--- src/iu_ctl_defs.svh ---
// Purpose: constants for the integer-core control block
// Assumes: included by bare name
// Notes: codes, priorities and reset values
`ifndef IU_CTL_DEFS_SVH
`define IU_CTL_DEFS_SVH
`define SPACE_FLUSH_I 4'h5
`define SPACE_FLUSH_D 4'h6
`define SPACE_UNC_HI 4'h7
`define SPACE_UNC_MAX 4'h4
`define SPACE_CACHED_LO 4'h8
`define SPACE_CACHED_HI 4'hB
`define SPACE_ITAG 4'hC
`define SPACE_IDATA 4'hD
`define SPACE_DTAG 4'hE
`define SPACE_DDATA 4'hF
`define TT_RESET 8'h00
`define TT_WRITE_ERR 8'h2B
`define TT_FETCH_ERR 8'h01
`define TT_PRIV 8'h03
`define TT_ILLEGAL 8'h02
`define TT_FP_DIS 8'h04
`define TT_WIN_OVF 8'h05
`define TT_WIN_UNF 8'h06
`define TT_ALIGN 8'h07
`define TT_FP_EXC 8'h08
`define TT_DATA_ERR 8'h09
`define TT_TAG_OVF 8'h0A
`define TT_DIV_ZERO 8'h2A
`define TT_SOFT_BASE 8'h80
`define TT_IRQ_BASE 8'h10
`define PRI_RESET 5'h01
`define PRI_WRITE_ERR 5'h02
`define PRI_FETCH_ERR 5'h03
`define PRI_PRIV 5'h04
`define PRI_ILLEGAL 5'h05
`define PRI_FP_DIS 5'h06
`define PRI_WIN 5'h07
`define PRI_ALIGN 5'h08
`define PRI_FP_EXC 5'h09
`define PRI_DATA 5'h0A
`define PRI_SOFT 5'h0B
`define PRI_IRQ_TOP 5'h1A
`define PRI_NONE 5'h1F
`define PC_RESET 32'h0000_0000
`define NPC_RESET 32'h0000_0004
`define PC_STEP 32'h0000_0004
`define CACHE_CTL_RESET 32'h0000_0000
`define CANCEL_CYCLES 2'h2
`define IRQ_L13 4'hD
`define IRQ_L14 4'hE
`define PSR_TRAPS_EN_BIT 5
`define PSR_SUPER_BIT 7
`define APB_PC 12'h000
`define APB_NPC 12'h004
`define APB_PSW 12'h008
`define APB_CACHE 12'h00C
`define APB_TRAP 12'h010
`define APB_CP_STAT 12'h014
`define APB_CP_RES_LO 12'h018
`define APB_CP_RES_HI 12'h01C
`define APB_FP_CFG 12'h020
`define APB_CP_OPLO 12'h024
`define APB_CP_OPHI 12'h028
`endif

--- src/iu_ctl_pkg.sv ---
// Purpose: shared types for the integer-core control block
// Assumes: nothing
// Notes: records of the execution unit port
package iu_ctl_pkg;
  typedef enum logic [2:0] {
    SPACE_UNCACHED = 3'h0,
    SPACE_FLUSH_ICACHE = 3'h1,
    SPACE_FLUSH_DCACHE = 3'h2,
    SPACE_CACHED = 3'h3,
    SPACE_ICACHE_TAG = 3'h4,
    SPACE_ICACHE_DATA = 3'h5,
    SPACE_DCACHE_TAG = 3'h6,
    SPACE_DCACHE_DATA = 3'h7
  } space_kind_t;
  typedef struct packed {
    logic [63:0] first_operand;
    logic [63:0] second_operand;
    logic [9:0] opcode;
    logic start;
    logic load;
    logic cancel;
  } cp_to_unit_t;
  typedef struct packed {
    logic [63:0] result;
    logic [1:0] condition_flags;
    logic [5:0] exc;
    logic busy;
  } cp_from_unit_t;
  typedef struct packed {
    logic reset_req;
    logic write_err;
    logic fetch_err;
    logic priv_user;
    logic unimplemented_op;
    logic fp_disabled;
    logic win_save_bad;
    logic win_restore_bad;
    logic misaligned;
    logic fp_exc;
    logic data_err;
    logic tag_ovf;
    logic div_zero;
    logic trap_always_op;
    logic [6:0] soft_num;
    logic [3:0] irq_level;
  } trap_req_t;
  typedef enum logic [1:0] {
    CP_IDLE = 2'b00,
    CP_LOAD = 2'b01,
    CP_WAIT = 2'b10,
    CP_CANCEL = 2'b11
  } cp_state_t;
endpackage

--- src/trap_encoder.sv ---
// Purpose: picks the winning trap and its type code
// Assumes: requests valid in the cycle presented
// Notes: purely combinational
`timescale 1ns/1ps
`default_nettype none
`include "iu_ctl_defs.svh"
module trap_encoder (
  input wire iu_ctl_pkg::trap_req_t req,
  output logic take,
  output logic [7:0] tt,
  output logic [4:0] pri
);
  // irq priority: level 1 is 25, down to 12, 13 and 14 share 13
  wire [4:0] irq_pri;
  assign irq_pri = (req.irq_level >= `IRQ_L14) ? 5'(`PRI_IRQ_TOP + 5'h01 - 5'(req.irq_level)) :
                   5'(`PRI_IRQ_TOP - 5'(req.irq_level));
  // fixed priority chain, smallest value wins
  always_comb begin
    tt = 8'h00;
    pri = `PRI_NONE;
    if (req.reset_req) begin
      tt = `TT_RESET; pri = `PRI_RESET;
    end else if (req.write_err) begin
      tt = `TT_WRITE_ERR; pri = `PRI_WRITE_ERR;
    end else if (req.fetch_err) begin
      tt = `TT_FETCH_ERR; pri = `PRI_FETCH_ERR;
    end else if (req.priv_user) begin
      tt = `TT_PRIV; pri = `PRI_PRIV;
    end else if (req.unimplemented_op) begin
      tt = `TT_ILLEGAL; pri = `PRI_ILLEGAL;
    end else if (req.fp_disabled) begin
      tt = `TT_FP_DIS; pri = `PRI_FP_DIS;
    end else if (req.win_save_bad) begin
      tt = `TT_WIN_OVF; pri = `PRI_WIN;
    end else if (req.win_restore_bad) begin
      tt = `TT_WIN_UNF; pri = `PRI_WIN;
    end else if (req.misaligned) begin
      tt = `TT_ALIGN; pri = `PRI_ALIGN;
    end else if (req.fp_exc) begin
      tt = `TT_FP_EXC; pri = `PRI_FP_EXC;
    end else if (req.data_err) begin
      tt = `TT_DATA_ERR; pri = `PRI_DATA;
    end else if (req.tag_ovf) begin
      tt = `TT_TAG_OVF; pri = `PRI_DATA;
    end else if (req.div_zero) begin
      tt = `TT_DIV_ZERO; pri = `PRI_DATA;
    end else if (req.trap_always_op) begin
      tt = `TT_SOFT_BASE | {1'b0, req.soft_num}; pri = `PRI_SOFT;
    end else if (req.irq_level != 4'h0) begin
      tt = `TT_IRQ_BASE | {4'h0, req.irq_level}; pri = irq_pri;
    end
  end
  assign take = (pri != `PRI_NONE);
endmodule
`default_nettype wire

--- src/iu_trap_asi_coproc_port.sv ---
// Purpose: integer-core control: space decode, traps, reset state, co-processor port
// Assumes: one clock, synchronous reset, APB for software view
// Notes: outputs all registered
//
// Local design decisions: the APB interface to the registers and the register offsets.
`timescale 1ns/1ps
`default_nettype none
`include "iu_ctl_defs.svh"
module iu_trap_asi_coproc_port (
  // clock and reset
  input wire logic CLK,
  input wire logic RST,
  // apb slave
  input wire logic PSEL,
  input wire logic PENABLE,
  input wire logic PWRITE,
  input wire logic [11:0] PADDR,
  input wire logic [31:0] PWDATA,
  output logic [31:0] PRDATA,
  output logic PREADY,
  output logic PSLVERR,
  // memory access space decode
  input wire logic ACC_VALID,
  input wire logic ACC_READ,
  input wire logic [7:0] ACC_SPACE,
  input wire logic CACHE_HIT,
  output iu_ctl_pkg::space_kind_t SPACE_KIND,
  output logic CACHE_UPDATE,
  output logic FLUSH_ICACHE,
  output logic FLUSH_DCACHE,
  // trap requests and result
  input wire iu_ctl_pkg::trap_req_t TRAP_REQ,
  output logic TRAP_TAKE,
  output logic [7:0] TRAP_TYPE,
  // fetch address
  output logic [31:0] FETCH_ADDR,
  // co-processor issue side
  input wire logic CP_ISSUE,
  input wire logic [31:0] CP_INSTR,
  input wire logic CP_DEP,
  input wire logic [63:0] CP_FIRST,
  input wire logic [63:0] CP_SECOND,
  input wire logic IU_TRAP_ABORT,
  input wire logic FP_INSTR,
  input wire logic FP_STORE_QUEUE,
  input wire logic [31:0] NEXT_FETCH,
  input wire logic ADVANCE,
  output logic CP_ACCEPT,
  output logic STALL,
  output logic QUEUE_NOT_EMPTY_FLAG,
  output logic FP_QUEUE_TRAP,
  // execution unit port
  output iu_ctl_pkg::cp_to_unit_t CP_OUT,
  input wire iu_ctl_pkg::cp_from_unit_t CP_IN
);
  // architectural state
  logic [31:0] pc_reg, pc_next;
  logic [31:0] next_program_counter_reg, npc_next;
  logic [31:0] processor_status_word_reg, psw_next;
  logic [31:0] cache_control_word_reg, ccw_next;
  logic fp_integrated_reg, fp_integrated_next;
  logic [7:0] last_tt_reg;
  iu_ctl_pkg::cp_state_t cp_state_reg, cp_state_next;
  logic [1:0] cancel_cnt_reg, cancel_cnt_next;
  logic [63:0] first_hold_reg, second_hold_reg;
  logic apb_write, apb_read;
  logic [31:0] rd_mux;
  logic rd_hit;

  // space decode function, high nibble ignored
  function automatic iu_ctl_pkg::space_kind_t decode_space(input logic [3:0] s);
    if (s <= `SPACE_UNC_MAX || s == `SPACE_UNC_HI) decode_space = iu_ctl_pkg::SPACE_UNCACHED;
    else if (s == `SPACE_FLUSH_I) decode_space = iu_ctl_pkg::SPACE_FLUSH_ICACHE;
    else if (s == `SPACE_FLUSH_D) decode_space = iu_ctl_pkg::SPACE_FLUSH_DCACHE;
    else if (s >= `SPACE_CACHED_LO && s <= `SPACE_CACHED_HI) decode_space = iu_ctl_pkg::SPACE_CACHED;
    else if (s == `SPACE_ITAG) decode_space = iu_ctl_pkg::SPACE_ICACHE_TAG;
    else if (s == `SPACE_IDATA) decode_space = iu_ctl_pkg::SPACE_ICACHE_DATA;
    else if (s == `SPACE_DTAG) decode_space = iu_ctl_pkg::SPACE_DCACHE_TAG;
    else decode_space = iu_ctl_pkg::SPACE_DCACHE_DATA;
  endfunction

  // space decode wires
  iu_ctl_pkg::space_kind_t kind_w;
  assign kind_w = decode_space(ACC_SPACE[3:0]);
  wire upd_w = ACC_VALID && ACC_READ && CACHE_HIT &&
               (kind_w == iu_ctl_pkg::SPACE_UNCACHED);
  wire fli_w = ACC_VALID && (kind_w == iu_ctl_pkg::SPACE_FLUSH_ICACHE);
  wire fld_w = ACC_VALID && (kind_w == iu_ctl_pkg::SPACE_FLUSH_DCACHE);

  // trap selection
  logic take_w;
  logic [7:0] tt_w;
  logic [4:0] pri_w;
  trap_encoder u_enc (
    .req(TRAP_REQ),
    .take(take_w),
    .tt(tt_w),
    .pri(pri_w)
  );

  // apb strobes; zero wait state
  assign apb_write = PSEL && PENABLE && PWRITE;
  assign apb_read = PSEL && !PENABLE && !PWRITE;

  // co-processor control
  wire [9:0] opcode_w = {CP_INSTR[19], CP_INSTR[13:5]};
  wire can_start = CP_ISSUE && !CP_DEP && !IU_TRAP_ABORT &&
                   (cp_state_reg != iu_ctl_pkg::CP_CANCEL);
  wire unit_pending = (cp_state_reg == iu_ctl_pkg::CP_LOAD) ||
                      (cp_state_reg == iu_ctl_pkg::CP_WAIT) || CP_IN.busy;
  wire fp_stall = FP_INSTR && (fp_integrated_reg ? 1'b1 : (CP_DEP && unit_pending));
  wire cp_stall = CP_ISSUE && CP_DEP && unit_pending;

  always_comb begin
    cp_state_next = cp_state_reg;
    cancel_cnt_next = cancel_cnt_reg;
    case (cp_state_reg)
      iu_ctl_pkg::CP_IDLE: begin
        if (can_start) cp_state_next = iu_ctl_pkg::CP_LOAD;
      end
      iu_ctl_pkg::CP_LOAD: begin
        if (IU_TRAP_ABORT) begin
          cp_state_next = iu_ctl_pkg::CP_CANCEL;
          cancel_cnt_next = `CANCEL_CYCLES;
        end else if (can_start) cp_state_next = iu_ctl_pkg::CP_LOAD;
        else cp_state_next = iu_ctl_pkg::CP_WAIT;
      end
      iu_ctl_pkg::CP_WAIT: begin
        if (IU_TRAP_ABORT && CP_IN.busy) begin
          cp_state_next = iu_ctl_pkg::CP_CANCEL;
          cancel_cnt_next = `CANCEL_CYCLES;
        end else if (can_start) cp_state_next = iu_ctl_pkg::CP_LOAD;
        else if (!CP_IN.busy) cp_state_next = iu_ctl_pkg::CP_IDLE;
      end
      iu_ctl_pkg::CP_CANCEL: begin
        cancel_cnt_next = cancel_cnt_reg - 2'h1;
        if (cancel_cnt_reg == 2'h1) cp_state_next = iu_ctl_pkg::CP_IDLE;
      end
      default: cp_state_next = iu_ctl_pkg::CP_IDLE;
    endcase
  end

  // pc and register updates
  always_comb begin
    pc_next = pc_reg;
    npc_next = next_program_counter_reg;
    psw_next = processor_status_word_reg;
    ccw_next = cache_control_word_reg;
    fp_integrated_next = fp_integrated_reg;
    if (ADVANCE && !STALL) begin
      pc_next = next_program_counter_reg;
      npc_next = NEXT_FETCH;
    end
    if (apb_write) begin
      case (PADDR)
        `APB_PC: pc_next = PWDATA;
        `APB_NPC: npc_next = PWDATA;
        `APB_PSW: psw_next = PWDATA;
        `APB_CACHE: ccw_next = PWDATA;
        `APB_FP_CFG: fp_integrated_next = PWDATA[0];
        default: ;
      endcase
    end
  end

  // register read mux
  always_comb begin
    rd_hit = 1'b1;
    case (PADDR)
      `APB_PC: rd_mux = pc_reg;
      `APB_NPC: rd_mux = next_program_counter_reg;
      `APB_PSW: rd_mux = processor_status_word_reg;
      `APB_CACHE: rd_mux = cache_control_word_reg;
      `APB_TRAP: rd_mux = {24'h00_0000, last_tt_reg};
      `APB_CP_STAT: rd_mux = {22'h00_0000, CP_IN.exc, CP_IN.condition_flags,
                              CP_IN.busy, 1'b0};
      `APB_CP_RES_LO: rd_mux = CP_IN.result[31:0];
      `APB_CP_RES_HI: rd_mux = CP_IN.result[63:32];
      `APB_FP_CFG: rd_mux = {31'h0000_0000, fp_integrated_reg};
      default: begin
        rd_mux = 32'h0000_0000;
        rd_hit = 1'b0;
      end
    endcase
  end

  // main state registers
  always_ff @(posedge CLK) begin
    if (RST) begin
      pc_reg <= `PC_RESET;
      next_program_counter_reg <= `NPC_RESET;
      processor_status_word_reg <= 32'h0000_0000 | (32'h1 << `PSR_SUPER_BIT);
      cache_control_word_reg <= `CACHE_CTL_RESET;
      fp_integrated_reg <= 1'b0;
      cp_state_reg <= iu_ctl_pkg::CP_IDLE;
      cancel_cnt_reg <= 2'h0;
      last_tt_reg <= `TT_RESET;
    end else begin
      pc_reg <= pc_next;
      next_program_counter_reg <= npc_next;
      processor_status_word_reg <= psw_next;
      cache_control_word_reg <= ccw_next;
      fp_integrated_reg <= fp_integrated_next;
      cp_state_reg <= cp_state_next;
      cancel_cnt_reg <= cancel_cnt_next;
      if (take_w) last_tt_reg <= tt_w;
    end
  end

  // operand hold for the load cycle
  always_ff @(posedge CLK) begin
    if (can_start) begin
      first_hold_reg <= CP_FIRST;
      second_hold_reg <= CP_SECOND;
    end
  end

  // registered outputs
  always_ff @(posedge CLK) begin
    if (RST) begin
      SPACE_KIND <= iu_ctl_pkg::SPACE_UNCACHED;
      CACHE_UPDATE <= 1'b0;
      FLUSH_ICACHE <= 1'b0;
      FLUSH_DCACHE <= 1'b0;
      TRAP_TAKE <= 1'b0;
      TRAP_TYPE <= `TT_RESET;
      FETCH_ADDR <= `PC_RESET;
      CP_ACCEPT <= 1'b0;
      STALL <= 1'b0;
      QUEUE_NOT_EMPTY_FLAG <= 1'b0;
      FP_QUEUE_TRAP <= 1'b0;
      CP_OUT <= '0;
      PRDATA <= 32'h0000_0000;
      PREADY <= 1'b0;
      PSLVERR <= 1'b0;
    end else begin
      SPACE_KIND <= kind_w;
      CACHE_UPDATE <= upd_w;
      FLUSH_ICACHE <= fli_w;
      FLUSH_DCACHE <= fld_w;
      TRAP_TAKE <= take_w;
      TRAP_TYPE <= tt_w;
      FETCH_ADDR <= pc_next;
      CP_ACCEPT <= can_start;
      STALL <= fp_stall || cp_stall;
      QUEUE_NOT_EMPTY_FLAG <= 1'b0;
      FP_QUEUE_TRAP <= fp_integrated_reg && FP_STORE_QUEUE;
      CP_OUT.start <= can_start;
      CP_OUT.opcode <= can_start ? opcode_w : CP_OUT.opcode;
      CP_OUT.load <= (cp_state_reg == iu_ctl_pkg::CP_LOAD);
      CP_OUT.first_operand <= first_hold_reg;
      CP_OUT.second_operand <= second_hold_reg;
      CP_OUT.cancel <= (cp_state_next == iu_ctl_pkg::CP_CANCEL);
      PREADY <= apb_read || (PSEL && !PENABLE && PWRITE);
      PSLVERR <= PSEL && !PENABLE && !rd_hit;
      PRDATA <= apb_read ? rd_mux : PRDATA;
    end
  end

  // checks
  cancel_two_a: assert property (@(posedge CLK) disable iff (RST)
    $rose(CP_OUT.cancel) |=> CP_OUT.cancel ##1 !CP_OUT.cancel)
    else $error("cancel strobe not two cycles");
  load_after_start_a: assert property (@(posedge CLK) disable iff (RST)
    CP_OUT.start |=> CP_OUT.load || CP_OUT.cancel || $past(IU_TRAP_ABORT))
    else $error("load missing after start");
  opcode_form_a: assert property (@(posedge CLK) disable iff (RST)
    can_start |=> CP_OUT.opcode == {$past(CP_INSTR[19]), $past(CP_INSTR[13:5])})
    else $error("opcode wrongly formed");
  space_high_a: assert property (@(posedge CLK) disable iff (RST)
    ACC_SPACE[3:0] == `SPACE_FLUSH_D |=> SPACE_KIND == iu_ctl_pkg::SPACE_FLUSH_DCACHE)
    else $error("space decode wrong");
  uncached_upd_a: assert property (@(posedge CLK) disable iff (RST)
    (ACC_VALID && ACC_READ && CACHE_HIT && ACC_SPACE[3:0] == `SPACE_UNC_HI) |=> CACHE_UPDATE)
    else $error("uncached hit did not update");
  reset_trap_a: assert property (@(posedge CLK) disable iff (RST)
    TRAP_REQ.reset_req |=> TRAP_TAKE && TRAP_TYPE == `TT_RESET)
    else $error("reset trap lost");
  qne_zero_a: assert property (@(posedge CLK) disable iff (RST)
    !QUEUE_NOT_EMPTY_FLAG)
    else $error("queue flag set");
  fp_stall_a: assert property (@(posedge CLK) disable iff (RST)
    (fp_integrated_reg && FP_INSTR) |=> STALL)
    else $error("integrated float did not stall");
  reset_pc_a: assert property (@(posedge CLK)
    $fell(RST) |-> pc_reg == `PC_RESET && next_program_counter_reg == `NPC_RESET)
    else $error("reset pc values wrong");
  start_each_cycle_a: assert property (@(posedge CLK) disable iff (RST)
    can_start |=> CP_OUT.start)
    else $error("start refused");
  // trap priority, space map, float attachment and co-processor checks
  irq_pri_a: assert property (@(posedge CLK) disable iff (RST)
    (take_w && tt_w == (`TT_IRQ_BASE | 8'h0F)) |-> pri_w == `PRI_SOFT + 5'h01)
    else $error("level 15 priority wrong");
  load_follows_a: assert property (@(posedge CLK) disable iff (RST)
    CP_OUT.load |-> $past(CP_OUT.start))
    else $error("load without start");
  flush_inst_a: assert property (@(posedge CLK) disable iff (RST)
    (ACC_VALID && ACC_SPACE[3:0] == `SPACE_FLUSH_I) |=> FLUSH_ICACHE)
    else $error("instruction flush missed");
  cached_space_a: assert property (@(posedge CLK) disable iff (RST)
    (ACC_SPACE[3:0] >= `SPACE_CACHED_LO && ACC_SPACE[3:0] <= `SPACE_CACHED_HI) |=>
    SPACE_KIND == iu_ctl_pkg::SPACE_CACHED)
    else $error("cached space decode wrong");
  cached_noupd_a: assert property (@(posedge CLK) disable iff (RST)
    (ACC_SPACE[3:0] >= `SPACE_CACHED_LO) |=> !CACHE_UPDATE)
    else $error("cache update outside uncached space");
  par_float_a: assert property (@(posedge CLK) disable iff (RST)
    (!fp_integrated_reg && !CP_DEP) |=> !STALL)
    else $error("parallel float stalled without dependency");
  cancel_cause_a: assert property (@(posedge CLK) disable iff (RST)
    $rose(CP_OUT.cancel) |-> $past(IU_TRAP_ABORT))
    else $error("cancel without abort");
  cp_start_c: cover property (@(posedge CLK) CP_OUT.start ##1 CP_OUT.start);
  cp_cancel_c: cover property (@(posedge CLK) $rose(CP_OUT.cancel));
  irq_c: cover property (@(posedge CLK) TRAP_TAKE && TRAP_TYPE == 8'h1F);
  flush_c: cover property (@(posedge CLK) FLUSH_ICACHE);
  par_float_c: cover property (@(posedge CLK) FP_INSTR && !fp_integrated_reg);
endmodule
`default_nettype wire

--- config.mk ---
export PLATFORM = sky130hd
export DESIGN_NAME = iu_trap_asi_coproc_port
export DESIGN_NICKNAME = d
export VERILOG_FILES = /design/src/iu_ctl_pkg.sv /design/src/trap_encoder.sv /design/src/iu_trap_asi_coproc_port.sv
export VERILOG_INCLUDE_DIRS = /design/src
export SDC_FILE = /design/constraint.sdc
export NUM_CORES = 1
export LEC_CHECK = 0
export BUFFER_PORTS_ARGS = -buffer_cell sky130_fd_sc_hd__clkbuf_2
export CORE_AREA = 2 2 224 226
export CTS_CLUSTER_SIZE = 20
export DETAILED_ROUTE_END_ITERATION = 10
export DIE_AREA = 0 0 226 228
export SLEW_MARGIN = 20
export SYNTH_ARGS = -nofsm -noshare
export SYNTH_HDL_FRONTEND = slang
export SYNTH_SLANG_ARGS = --single-unit
--- constraint.sdc ---
create_clock -name CLK -period 8.8 [get_ports CLK]
set_input_delay 1.76 -clock CLK [delete_from_list [all_inputs] [get_ports CLK]]
set_output_delay 1.76 -clock CLK [all_outputs]
set_load 0.01 [all_outputs]
Word level (Yosys, flattened, before mapping)
Index checks and enable logic that the tools add are counted.
- bits in registers: 461
- input port bits: 356
- output and inout bits: 226
- logic and storage cells: 160
- add/subtract/negate cells: 3
- $lt $le $gt $ge: 4
- eq/ne operators: 25
- muxes and demuxes: 58
- reduce and logical (&&, ||, !) cells: 43
- operators by type and width (kind ; count):
    32-bit one-hot mux with 9 select lines ; 1
    32-bit 2-to-1 mux ; 6
    8-bit 2-to-1 mux ; 14
    5-bit 2-to-1 mux ; 17
    12-bit by 5-bit equality test with 1-bit output, second input constant ; 4
    12-bit by 4-bit equality test with 1-bit output, second input constant ; 2
    1-bit logical AND ; 22
    2-bit 2-to-1 mux ; 11
    12-bit by 3-bit equality test with 1-bit output, second input constant ; 1
    12-bit by 6-bit equality test with 1-bit output, second input constant ; 1
    4-bit by 3-bit equality test with 1-bit output, second input constant ; 3
    4-bit equality test, second input constant ; 3
    12-bit logical NOT ; 1
    3-bit 2-to-1 mux ; 4
    5-bit by 4-bit subtractor with 5-bit output, first input constant ; 2
    9-bit OR reduction ; 1
    4-bit >= comparator, second input constant ; 2
    2-bit one-hot mux with 4 select lines ; 1
    2-bit equality test, second input constant ; 3
    1-bit logical NOT ; 6
    2-bit one-hot mux with 3 select lines ; 1
    2-bit AND reduction ; 3
    1-bit logical OR ; 5
    5-bit inequality test, second input constant ; 1
    14 further kinds ; 18

Logic depth before layout (Yosys ltp)
Gate-level depths: netlist of the first run.
- depth in word-level cells: 18
- mapped depth: 8
- gate-level depth less buffers: 7

By module
A second synthesis of the first run with hierarchy kept.
- cells, all modules: 1605
- area, all modules: 17604.4 µm²
- modules (own cells, without submodules) (module ; times used ; cells each ; area an instance (µm²) ; seq. area each (µm²)):
    iu_trap_asi_coproc_port ; 1 ; 1507 ; 16930.0 ; 10510.1
    trap_encoder ; 1 ; 98 ; 674.4 ; 0.0

Least setup slack after synthesis of the first run
OpenSTA, ideal clock, no wires.
- path type: in2reg
- from: input IU_TRAP_ABORT
- to: register first_hold_reg[0] (enable)
- arrival time: 6293 ps
- required time: 8258 ps
- setup slack: 1965 ps
- stages on the path: 3
- buffers on the path: 1
- cells stage by stage: or4b_2 > inv_1 > buf_1
- cells in the longest elaborated chain, start to end: 3
- ends and longest elaborated chain (item ; RTL line ; RTL):
    from (decl) ; iu_trap_asi_coproc_port.sv:43 ; input wire logic IU_TRAP_ABORT,
    1-bit logical NOT ; iu_trap_asi_coproc_port.sv:107 ; wire can_start = CP_ISSUE && !CP_DEP && !IU_TRAP_ABORT &&
    1-bit logical AND (2 in series) ; iu_trap_asi_coproc_port.sv:107 ;
    via can_start ; iu_trap_asi_coproc_port.sv:107 ;
    to (signal assigned) ; iu_trap_asi_coproc_port.sv:213 ; first_hold_reg <= CP_FIRST;
    to (decl) ; iu_trap_asi_coproc_port.sv:65 ; logic [63:0] first_hold_reg, second_hold_reg;
The timed path passes the listed nets, and every way through them passes these cells.
A chain may end at the register's enable or synchronous reset.

Worst setup path after layout of the first run
- from: input PADDR[2]
- to: register cache_control_word_reg[24]
- cells in the longest elaborated chain, start to end: 2
- ends and longest elaborated chain (item ; RTL line ; RTL):
    from (decl) ; iu_trap_asi_coproc_port.sv:17 ; input wire logic [11:0] PADDR,
    12-bit by 4-bit equality test with 1-bit output ; iu_trap_asi_coproc_port.sv:155 ; case (PADDR)
    2-bit AND reduction (no line) ; - ;
    to (signal assigned) ; iu_trap_asi_coproc_port.sv:193 ; cache_control_word_reg <= `CACHE_CTL_RESET;
    to (signal assigned) ; iu_trap_asi_coproc_port.sv:202 ; cache_control_word_reg <= ccw_next;
    to (decl) ; iu_trap_asi_coproc_port.sv:60 ; logic [31:0] cache_control_word_reg, ccw_next;
No other way between the ends.

==> results.py, run 1 <==
metrics = {
    "global_route": {
        "grt_pass1_wl_um": 84890,
        "grt_max_degree": 173,
        "antenna_found_initial": 4,
        "grt_pass1_vias": 14330,
        "grt_use_total_pct": 21.57,
        "overflow": 0,
    },
    "place": {
        "postPlaceCellArea_sq_um": 20360,
        "dp_hpwl_um": 39970,
        "place_ws_ps": 4028,
        "portBuffers": 554,
        "place.gp.congestion": 0.8789,
    },
    "logic_synthesis": {
        "netlist_instances": 1626,
        "ys_seq_area_share_pct": 61.61,
        "synth_area_leaders": "dfxtp_1 (39%), edfxtp_1 (23%), nand2_1 (7.3%)",
        "synth_edf_count": 128,
        "synth_area_leader_cell": "dfxtp_1",
        "avgSynthCellArea_sq_um": 10.49,
        "yosysTopAreaCellShare_pct": 39.08,
        "yosys_warnings": 0,
        "synth_common_cells": "nand2_1 (334), dfxtp_1 (333), nor2b_1 (140)",
        "yosysUniqueCellTypes": 73,
        "async_flop_share_pct": 0,
        "synth_nets": 1993,
        "netlist_area_sq_um": 17060,
        "ys_seq_elements": 461,
        "yosysMostFrequentCell": "nand2_1",
        "yosys_most_used_dff": "dfxtp_1",
    },
    "critical_path": {
        "slowest_stage": "nand3_2",
        "cp-end-kind": "register",
        "required_ps": 9210,
        "critPathBufInv": 2,
        "timing.rr.start": "cp_state_reg[0]",
        "cp-endpoint": "cache_control_word_reg[24]",
        "start_kind": "input pin",
        "cp_cell_sequence": "clkbuf_2, nor4bb_4, buf_4, nand3_2, nand2_1, a21oi_1",
        "max_stage_delay_ps": 840,
        "crit_path_start": "PADDR[2]",
        "r2r_end": "second_hold_reg[50]",
        "rrSetupSlack_ps": 5650,
        "reg2regPathDepth": 4,
        "worst-path-stages": 6,
        "critical_path_class": "in -> reg",
        "path_delay_family": "simple AND/OR/NAND/NOR gates",
        "worstPathArrival_ps": 4550,
        "worstPathMaxFanout": 42,
    },
    "die": {
        "coreArea_sq_um": 49350,
        "dieArea_sq_um": 51530,
        "die_w_um": 226,
        "io_pins": 582,
        "die_h_um": 228,
        "initial_core_util_pct": 34.57,
        "rows": 82,
    },
    "route": {
        "viasPerCell": 5.096,
        "routedWlPerCell_um": 20.25,
        "drt_iter0_drc": 1016,
        "wl_um": 57530,
        "drc": 0,
        "antenna_left": 0,
        "dr.pass1.iters": 7,
        "num_vias": 14480,
    },
    "sta": {
        "hold_viol": 0,
        "setup_tns_ps": 0,
        "fin_crit_sh_pct": 47.06,
        "worst_slack_ps": 4659,
        "whs_ps": 445.2,
        "maxClockFrequency_mhz": 241.5,
        "finalCriticalPeriod_ps": 4141,
        "rsz0062_at_grt": "false",
        "maxSlewViolCount": 0,
        "finalSetupViolations": 0,
        "tightestPinTransition_ps": 1137,
        "fin_skew_ps": 16.36,
        "slew_headroom_pct": 24.01,
    },
    "finish": {
        "largest_register_ffs": 141,
        "final_area_sq_um": 21990,
        "final_nets": 2495,
        "area_growth_pct": 28.87,
        "drive_gt1_share_pct": 31.55,
    },
    "clock_tree": {
        "clock_sinks": 461,
        "numCtsBuffers": 48,
        "cts-root-buf": "clkbuf_16",
        "cts_tree": "built",
        "post-cts-setup-buffer-count": 0,
        "hold_buffers": 0,
        "cts.reportedPaths.clkPinSlew_ps": 60,
        "htreeDepth": 2,
        "ctsResizeCount": 0,
        "clk_latency_ps": 570,
        "clock_path_buffers": 3,
    },
    "pwr": {
        "irDropWorstVdd_mv": 0.1665,
        "power_density_nw_per_um2": 213.0,
        "power.leakage_nw": 8.807,
        "p_total_mw": 4.682,
    },
    "flow_run": {
        "maxCapViolations": 0,
    },
    "status": {
        "outcome": "completed",
    },
    "hold_path": {
        "hold_class": "reg -> reg",
    },
}
cell families after synthesis:
logic type,share of synthesized area [%]
mux,1.701
buf+inv,3.205
other cells,0.02198
simple gates,18.39
flops,61.61
xor+xnor,0.05135
compound gates,14.21
fa+ha+maj,0.8067
cell usage in the layout (no fill, tap or decap), types with 12 or more instances in the layout:
| master | instances |
|---|---|
| nand2_1 | 334 |
| clkbuf_2 | 553 |
| clkinv_2 | 15 |
| nor3_1 | 12 |
| a21oi_1 | 91 |
| nor2_1 | 94 |
| a22oi_1 | 58 |
| dfxtp_1 | 333 |
| nor2b_1 | 139 |
| a32oi_1 | 22 |
| edfxtp_1 | 128 |
| clkbuf_16 | 50 |
| mux2i_1 | 20 |
| o21ai_0 | 22 |
| nand3_1 | 16 |
| a311oi_1 | 64 |
| buf_4 | 13 |
worst min-delay path by stage:
| stage | startpoint | end | cells after the start |
|---|---|---|---|
| final | first_hold_reg[49] | CP_OUT[126] | 1 |
| after global routing | first_hold_reg[60] | CP_OUT[137] | 1 |
| after CTS | first_hold_reg[49] | CP_OUT[126] | 1 |
| after detailed placement | first_hold_reg[33] | CP_OUT[110] | 1 |
| after global placement | second_hold_reg[20] | CP_OUT[33] | 1 |
| after floorplan | last_tt_reg[5] | last_tt_reg[5] | 1 |
routing by layer:
metal	share of wire, %	vias to the layer above	global-route usage [%]
met5	0.023	-	0
met2	49	687	37.34
met4	3.0	2	7.036
met3	9.8	118	6.813
met1	38	6917	25.17
li1	-	6755	-
stage by stage:
| stage | std cells | util [%] |
|---|---|---|
| after detailed placement | 2750 | 41.26 |
| after global routing | 2841 | 44.55 |
| after global placement | 2750 | 41.26 |
| after floorplan | 1626 | - |
| after CTS | 2840 | 44.54 |
| final | 2841 | 44.55 |
power breakdown:
part           switching (mW)  internal [mW]
combinational           0.195          0.129
clock                   0.860           1.21
sequential             0.0283           2.26
total                    1.08           3.60
layout make-up:
class                      instances  area (sq um)
antenna                            1         2.502
clock buffer                      66          1361
clock inverter                    24         255.2
fill                            4668         27360
inverter                          12         50.05
multi-input combinational       1036          6055
sequential                       461         10510
tap                              672         840.8
timing repair buffer             569          2912
worst register-to-register path: stages (launching register included):
cell,delay [ps]
dfxtp_1,340
ha_1,250
or4b_2,890
inv_6,500
buf_6,630
Note: power is estimated with default switching activity, not from simulation.
==> run 2, diff against run 1 <==
--- a/config.mk
+++ b/config.mk
@@ -7,10 +7,10 @@
 export NUM_CORES = 1
 export LEC_CHECK = 0
 export BUFFER_PORTS_ARGS = -buffer_cell sky130_fd_sc_hd__clkbuf_2
-export CORE_AREA = 2 2 224 226
+export CORE_AREA = 2 2 229 231
 export CTS_CLUSTER_SIZE = 20
 export DETAILED_ROUTE_END_ITERATION = 10
-export DIE_AREA = 0 0 226 228
+export DIE_AREA = 0 0 231 233
 export SLEW_MARGIN = 20
 export SYNTH_ARGS = -nofsm -noshare
 export SYNTH_HDL_FRONTEND = slang
==> constraint.sdc (replaced) <==
create_clock -name CLK -period 3.5 [get_ports CLK]
set_input_delay 0.7 -clock CLK [delete_from_list [all_inputs] [get_ports CLK]]
set_output_delay 0.7 -clock CLK [all_outputs]
set_load 0.01 [all_outputs]
==> results.py, run 2 (synthesis gave the netlist of run 1 again) <==
metrics = {
    "clock_tree": {
        "cts-root-buf": "clkbuf_16",
        "numCtsBuffers": 49,
        "post-cts-setup-buffer-count": 0,
        "cts.reportedPaths.clkPinSlew_ps": 60,
        "clk_latency_ps": 590,
        "clock_path_buffers": 3,
        "cts_tree": "built",
        "hold_buffers": 0,
        "clock_sinks": 461,
        "ctsResizeCount": 0,
        "htreeDepth": 2,
    },
    "die": {
        "die_w_um": 231,
        "coreArea_sq_um": 51090,
        "io_pins": 582,
        "rows": 83,
        "initial_core_util_pct": 33.39,
        "die_h_um": 233,
        "dieArea_sq_um": 53820,
    },
    "place": {
        "portBuffers": 554,
        "dp_hpwl_um": 40510,
        "place.gp.congestion": 0.9153,
        "postPlaceCellArea_sq_um": 20630,
        "placedCellCount": 2782,
        "place_ws_ps": 621.2,
    },
    "finish": {
        "instances_no_fill": 2875,
        "largest_register_ffs": 141,
        "fillers": 4913,
        "final_nets": 2520,
        "drive_gt1_share_pct": 32.18,
        "final_area_sq_um": 22390,
        "area_growth_pct": 31.24,
        "final_common_cell": "clkbuf_2",
        "layout_common_cells": "clkbuf_2 (553), nand2_1 (334), dfxtp_1 (333), nor2b_1 (139), edfxtp_1 (128)",
    },
    "global_route": {
        "grt_pass1_vias": 14180,
        "grt_pass1_wl_um": 82810,
        "overflow": 0,
        "grt_max_degree": 92,
        "antenna_found_initial": 2,
        "grt_use_total_pct": 20.10,
    },
    "flow_run": {
        "maxCapViolations": 0,
    },
    "hold_path": {
        "hold_class": "in -> reg",
        "min_from": "CP_SECOND[14]",
    },
    "sta": {
        "finalSetupViolations": 0,
        "maxSlewViolCount": 0,
        "finalCriticalPeriod_ps": 2507,
        "rsz0062_at_grt": "false",
        "hold_viol": 0,
        "setup_tns_ps": 0,
        "worst_slack_ps": 993.2,
        "tightestPinTransition_ps": 835.5,
        "fin_skew_ps": 9.741,
        "fin_crit_sh_pct": 71.62,
        "maxClockFrequency_mhz": 398.9,
        "slew_headroom_pct": 44.30,
    },
    "critical_path": {
        "critical_path_class": "reg -> reg",
        "worstPathArrival_ps": 2740,
        "start_kind": "register",
        "worstPathMaxFanout": 71,
        "required_ps": 3730,
        "crit_path_start": "cp_state_reg[0]",
        "timing.rr.start": "cp_state_reg[0]",
        "cp-end-kind": "register",
    },
    "pwr": {
        "irDropWorstVdd_mv": 0.4658,
        "power.leakage_nw": 9.005,
        "power_density_nw_per_um2": 543.8,
    },
    "route": {
        "routedWlPerCell_um": 19.57,
        "dr.pass1.iters": 5,
        "num_vias": 14480,
        "wl_um": 56270,
        "antenna_left": 0,
        "viasPerCell": 5.035,
        "drc": 0,
        "drt_iter0_drc": 991,
    },
    "status": {
        "outcome": "completed",
    },
}
run 2: cell count changes in the layout (fill, tap and decap cells not counted), sizes merged:
cell / before / now
clkbuf: 619 / 621
inv: 14 / 15
buf: 16 / 40
clkinv: 16 / 11
bufinv: 4 / 8
run 2: path summary, 6_finish.rpt:
path                    endpoint  slack (ps)  cells past startpoint
max reg2reg  second_hold_reg[50]         990                      4
min          second_hold_reg[14]         280                      1
min reg2reg          CP_OUT[122]         450                      1
max          second_hold_reg[50]         990                      4
run 2: final cells by class:
cell class                 count  area [sq um]  share of cell area [%]
antenna                        1         2.502                 0.01118
inverter                      12         50.05                  0.2235
tap                          680         850.8                   3.800
sequential                   461         10510                   46.94
clock inverter                24         381.6                   1.704
multi-input combinational   1036          6055                   27.04
clock buffer                  68          1378                   6.153
timing repair buffer         593          3163                   14.13
run 2: per-layer routing:
metal	vias up	wire length (um)	GRT usage, %
met1	6877	22140	23.89
li1	6795	-	-
met3	113	5211	6.042
met5	-	13	0
met2	689	27020	34.07
met4	2	1875	7.762
run 2: worst max-delay path, cell delays in order, from the launching register on:
cell,delay [ps]
dfxtp_1,340
ha_1,250
or4b_2,880
inv_6,270
buf_12,320
run 2: stage by stage:
stage	hold slack, ps	utilization, %	total power [mW]
3_5_place_dp	435.9	40.37	6.698
2_1_floorplan	421.8	-	6.211
6_report	283.4	43.82	12.18
3_3_place_gp	429.8	40.37	6.680
5_1_grt	242.4	43.82	12.59
4_1_cts	238.0	43.82	12.30
run 2: power breakdown:
part | internal [mW] | switching, mW | total (mW)
clock | 3.37 | 2.22 | 5.60
sequential | 5.68 | 0.0717 | 5.75
combinational | 0.338 | 0.488 | 0.825
==> run 3, diff against run 2 <==
==> constraint.sdc (replaced) <==
create_clock -name CLK -period 2.2 [get_ports CLK]
set_input_delay 0.44 -clock CLK [delete_from_list [all_inputs] [get_ports CLK]]
set_output_delay 0.44 -clock CLK [all_outputs]
set_load 0.01 [all_outputs]
==> results.py, run 3 (synthesis gave the netlist of run 1 again) <==
metrics = {
    "die": {
        "initial_core_util_pct": 33.39,
        "coreArea_sq_um": 51090,
        "io_pins": 582,
        "rows": 83,
        "dieArea_sq_um": 53820,
        "die_w_um": 231,
        "die_h_um": 233,
    },
    "sta": {
        "slew_headroom_pct": 54.43,
        "maxClockFrequency_mhz": 516.1,
        "finalCriticalPeriod_ps": 1937,
        "maxSlewViolCount": 0,
        "worst_slack_ps": 262.5,
        "rsz0062_at_grt": "false",
        "fin_skew_ps": 28.87,
        "tightestPinTransition_ps": 683.6,
        "hold_viol": 0,
        "finalSetupViolations": 0,
        "fin_crit_sh_pct": 88.07,
    },
    "pwr": {
        "sw_frac_of_total_pct": 23.78,
        "irDropWorstVdd_mv": 0.6574,
        "p_total_mw": 18.84,
        "power.leakage_nw": 9.592,
        "p_sw_mw": 4.481,
        "power_frac_seq_pct": 48.6,
        "power_density_nw_per_um2": 795.4,
        "power.internal_mw": 14.36,
        "combinationalPowerShare_pct": 8.1,
        "clockPowerShare_pct": 43.3,
    },
    "critical_path": {
        "timing.rr.start": "cp_state_reg[0]",
        "cp-end-kind": "register",
        "slowest_stage": "or4b_4",
        "rrSetupSlack_ps": 260,
        "critPathBufInv": 1,
        "start_kind": "register",
        "r2r_end": "cp_state_reg[1]",
        "worstPathMaxFanout": 12,
        "required_ps": 2660,
        "reg2regPathDepth": 6,
        "crit_path_start": "cp_state_reg[0]",
        "critical_path_class": "reg -> reg",
        "max_stage_delay_ps": 550,
        "path_delay_family": "simple AND/OR/NAND/NOR gates",
        "worstPathArrival_ps": 2390,
        "cp_cell_sequence": "ha_1, or4b_4, buf_4, a21oi_1, o32ai_1, nor2b_1",
    },
    "clock_tree": {
        "cts.reportedPaths.clkPinSlew_ps": 60,
        "clock_sinks": 461,
        "cts_tree": "built",
        "htreeDepth": 2,
        "numCtsBuffers": 50,
        "cts-root-buf": "clkbuf_16",
        "clk_latency_ps": 600,
        "clock_path_buffers": 3,
    },
    "global_route": {
        "grt_max_degree": 87,
        "grt_use_total_pct": 21.09,
        "grt_pass1_wl_um": 86960,
        "antenna_found_initial": 10,
        "grt_pass1_vias": 14990,
        "overflow": 0,
    },
    "finish": {
        "final_nets": 2662,
        "final_common_cell": "clkbuf_2",
        "drive_gt1_share_pct": 31.58,
        "layout_common_cells": "clkbuf_2 (553), nand2_1 (334), dfxtp_1 (333), nor2b_1 (139), edfxtp_1 (128)",
        "area_growth_pct": 38.84,
        "largest_register_ffs": 141,
    },
    "place": {
        "place.gp.congestion": 0.8906,
        "place_ws_ps": -78.44,
        "portBuffers": 554,
        "dp_hpwl_um": 42860,
    },
    "route": {
        "dr.pass1.iters": 5,
        "viasPerCell": 5.007,
        "drc": 0,
        "drt_iter0_drc": 1045,
        "routedWlPerCell_um": 19.66,
        "num_vias": 15120,
        "wl_um": 59360,
        "antenna_left": 0,
    },
    "hold_path": {
        "hold_class": "in -> reg",
        "min_from": "CP_SECOND[42]",
        "holdPathEnd": "second_hold_reg[42]",
        "min_path_cells": 1,
    },
    "flow_run": {
        "maxCapViolations": 0,
    },
    "status": {
        "outcome": "completed",
    },
}
==> run 3: changes by cell type in the layout (fill, tap and decap cells not counted), sizes merged <==
cell	delta
buf	+36
clkbuf	+5
bufinv	-7
dlygate4sd3	+105
diode	+4
clkinv	+3
inv	-1
clkinvlp	-1
==> run 3: worst reg2reg max path, cell delays in order, from the launching register on <==
cell and delay (ps):
dfxtp_1 340, ha_1 260, or4b_4 550, buf_4 230, a21oi_1 180, o32ai_1 110
nor2b_1 140
==> run 3: power by group through the flow <==
stage / clock [mW] / combinational (mW) / sequential, mW
floorplan: 0 / 0.491 / 9.39
global placement: 0 / 1.34 / 9.34
detailed placement: 0 / 1.36 / 9.34
CTS: 8.31 / 1.52 / 9.16
global route: 8.67 / 1.64 / 9.19
finish: 8.15 / 1.52 / 9.17
==> run 3: worst max-delay path by stage <==
stage,to,slack [ps],depth (start not counted)
after floorplan,first_hold_reg[0],30,4
after detailed placement,FETCH_ADDR[10],-80,6
final,cp_state_reg[1],260,6
after global routing,CP_OUT[0],200,7
after global placement,PRDATA[22],-2,6
after CTS,CP_OUT[0],40,7
==> run 3: stage by stage <==
step / hold WS [ps] / std cells / cell area [sq um] / setup TNS, ps / util, %
global placement: 430.8 / 2818 / 21030 / -3.169 / 41.15
detailed placement: 437.5 / 2818 / 21030 / -759.1 / 41.15
global route: 1.475 / 3018 / 23680 / 0 / 46.35
CTS: 0.5299 / 3012 / 23640 / 0 / 46.27
finish: 37.12 / 3019 / 23690 / 0 / 46.36
floorplan: 421.8 / 1626 / 17080 / 0 / -
==> run 3: final cells by class <==
cell class / instances / area (sq um)
inverter: 12 / 57.56
clock buffer: 73 / 1418
antenna: 5 / 12.51
sequential: 461 / 10510
tap: 680 / 850.8
multi-input combinational: 1036 / 6048
timing repair buffer: 734 / 4622
fill: 4743 / 27410
clock inverter: 18 / 167.7
==> run 3: metal layers <==
| layer | track usage, % | wire length, um |
|---|---|---|
| met5 | 0 | 51 |
| met4 | 7.923 | 1810 |
| met3 | 6.189 | 5552 |
| met2 | 37.11 | 29410 |
| met1 | 24.14 | 22530 |
==> run 3: what timing repair did <==
item / 4_1_cts / 5_1_grt
hold buffers: 103 / 2
buffers inserted: 0 / 0
resized for setup: 0 / 4
setup endpoints to repair: 0 / 4
endpoints found under the hold margin: 103 / 2
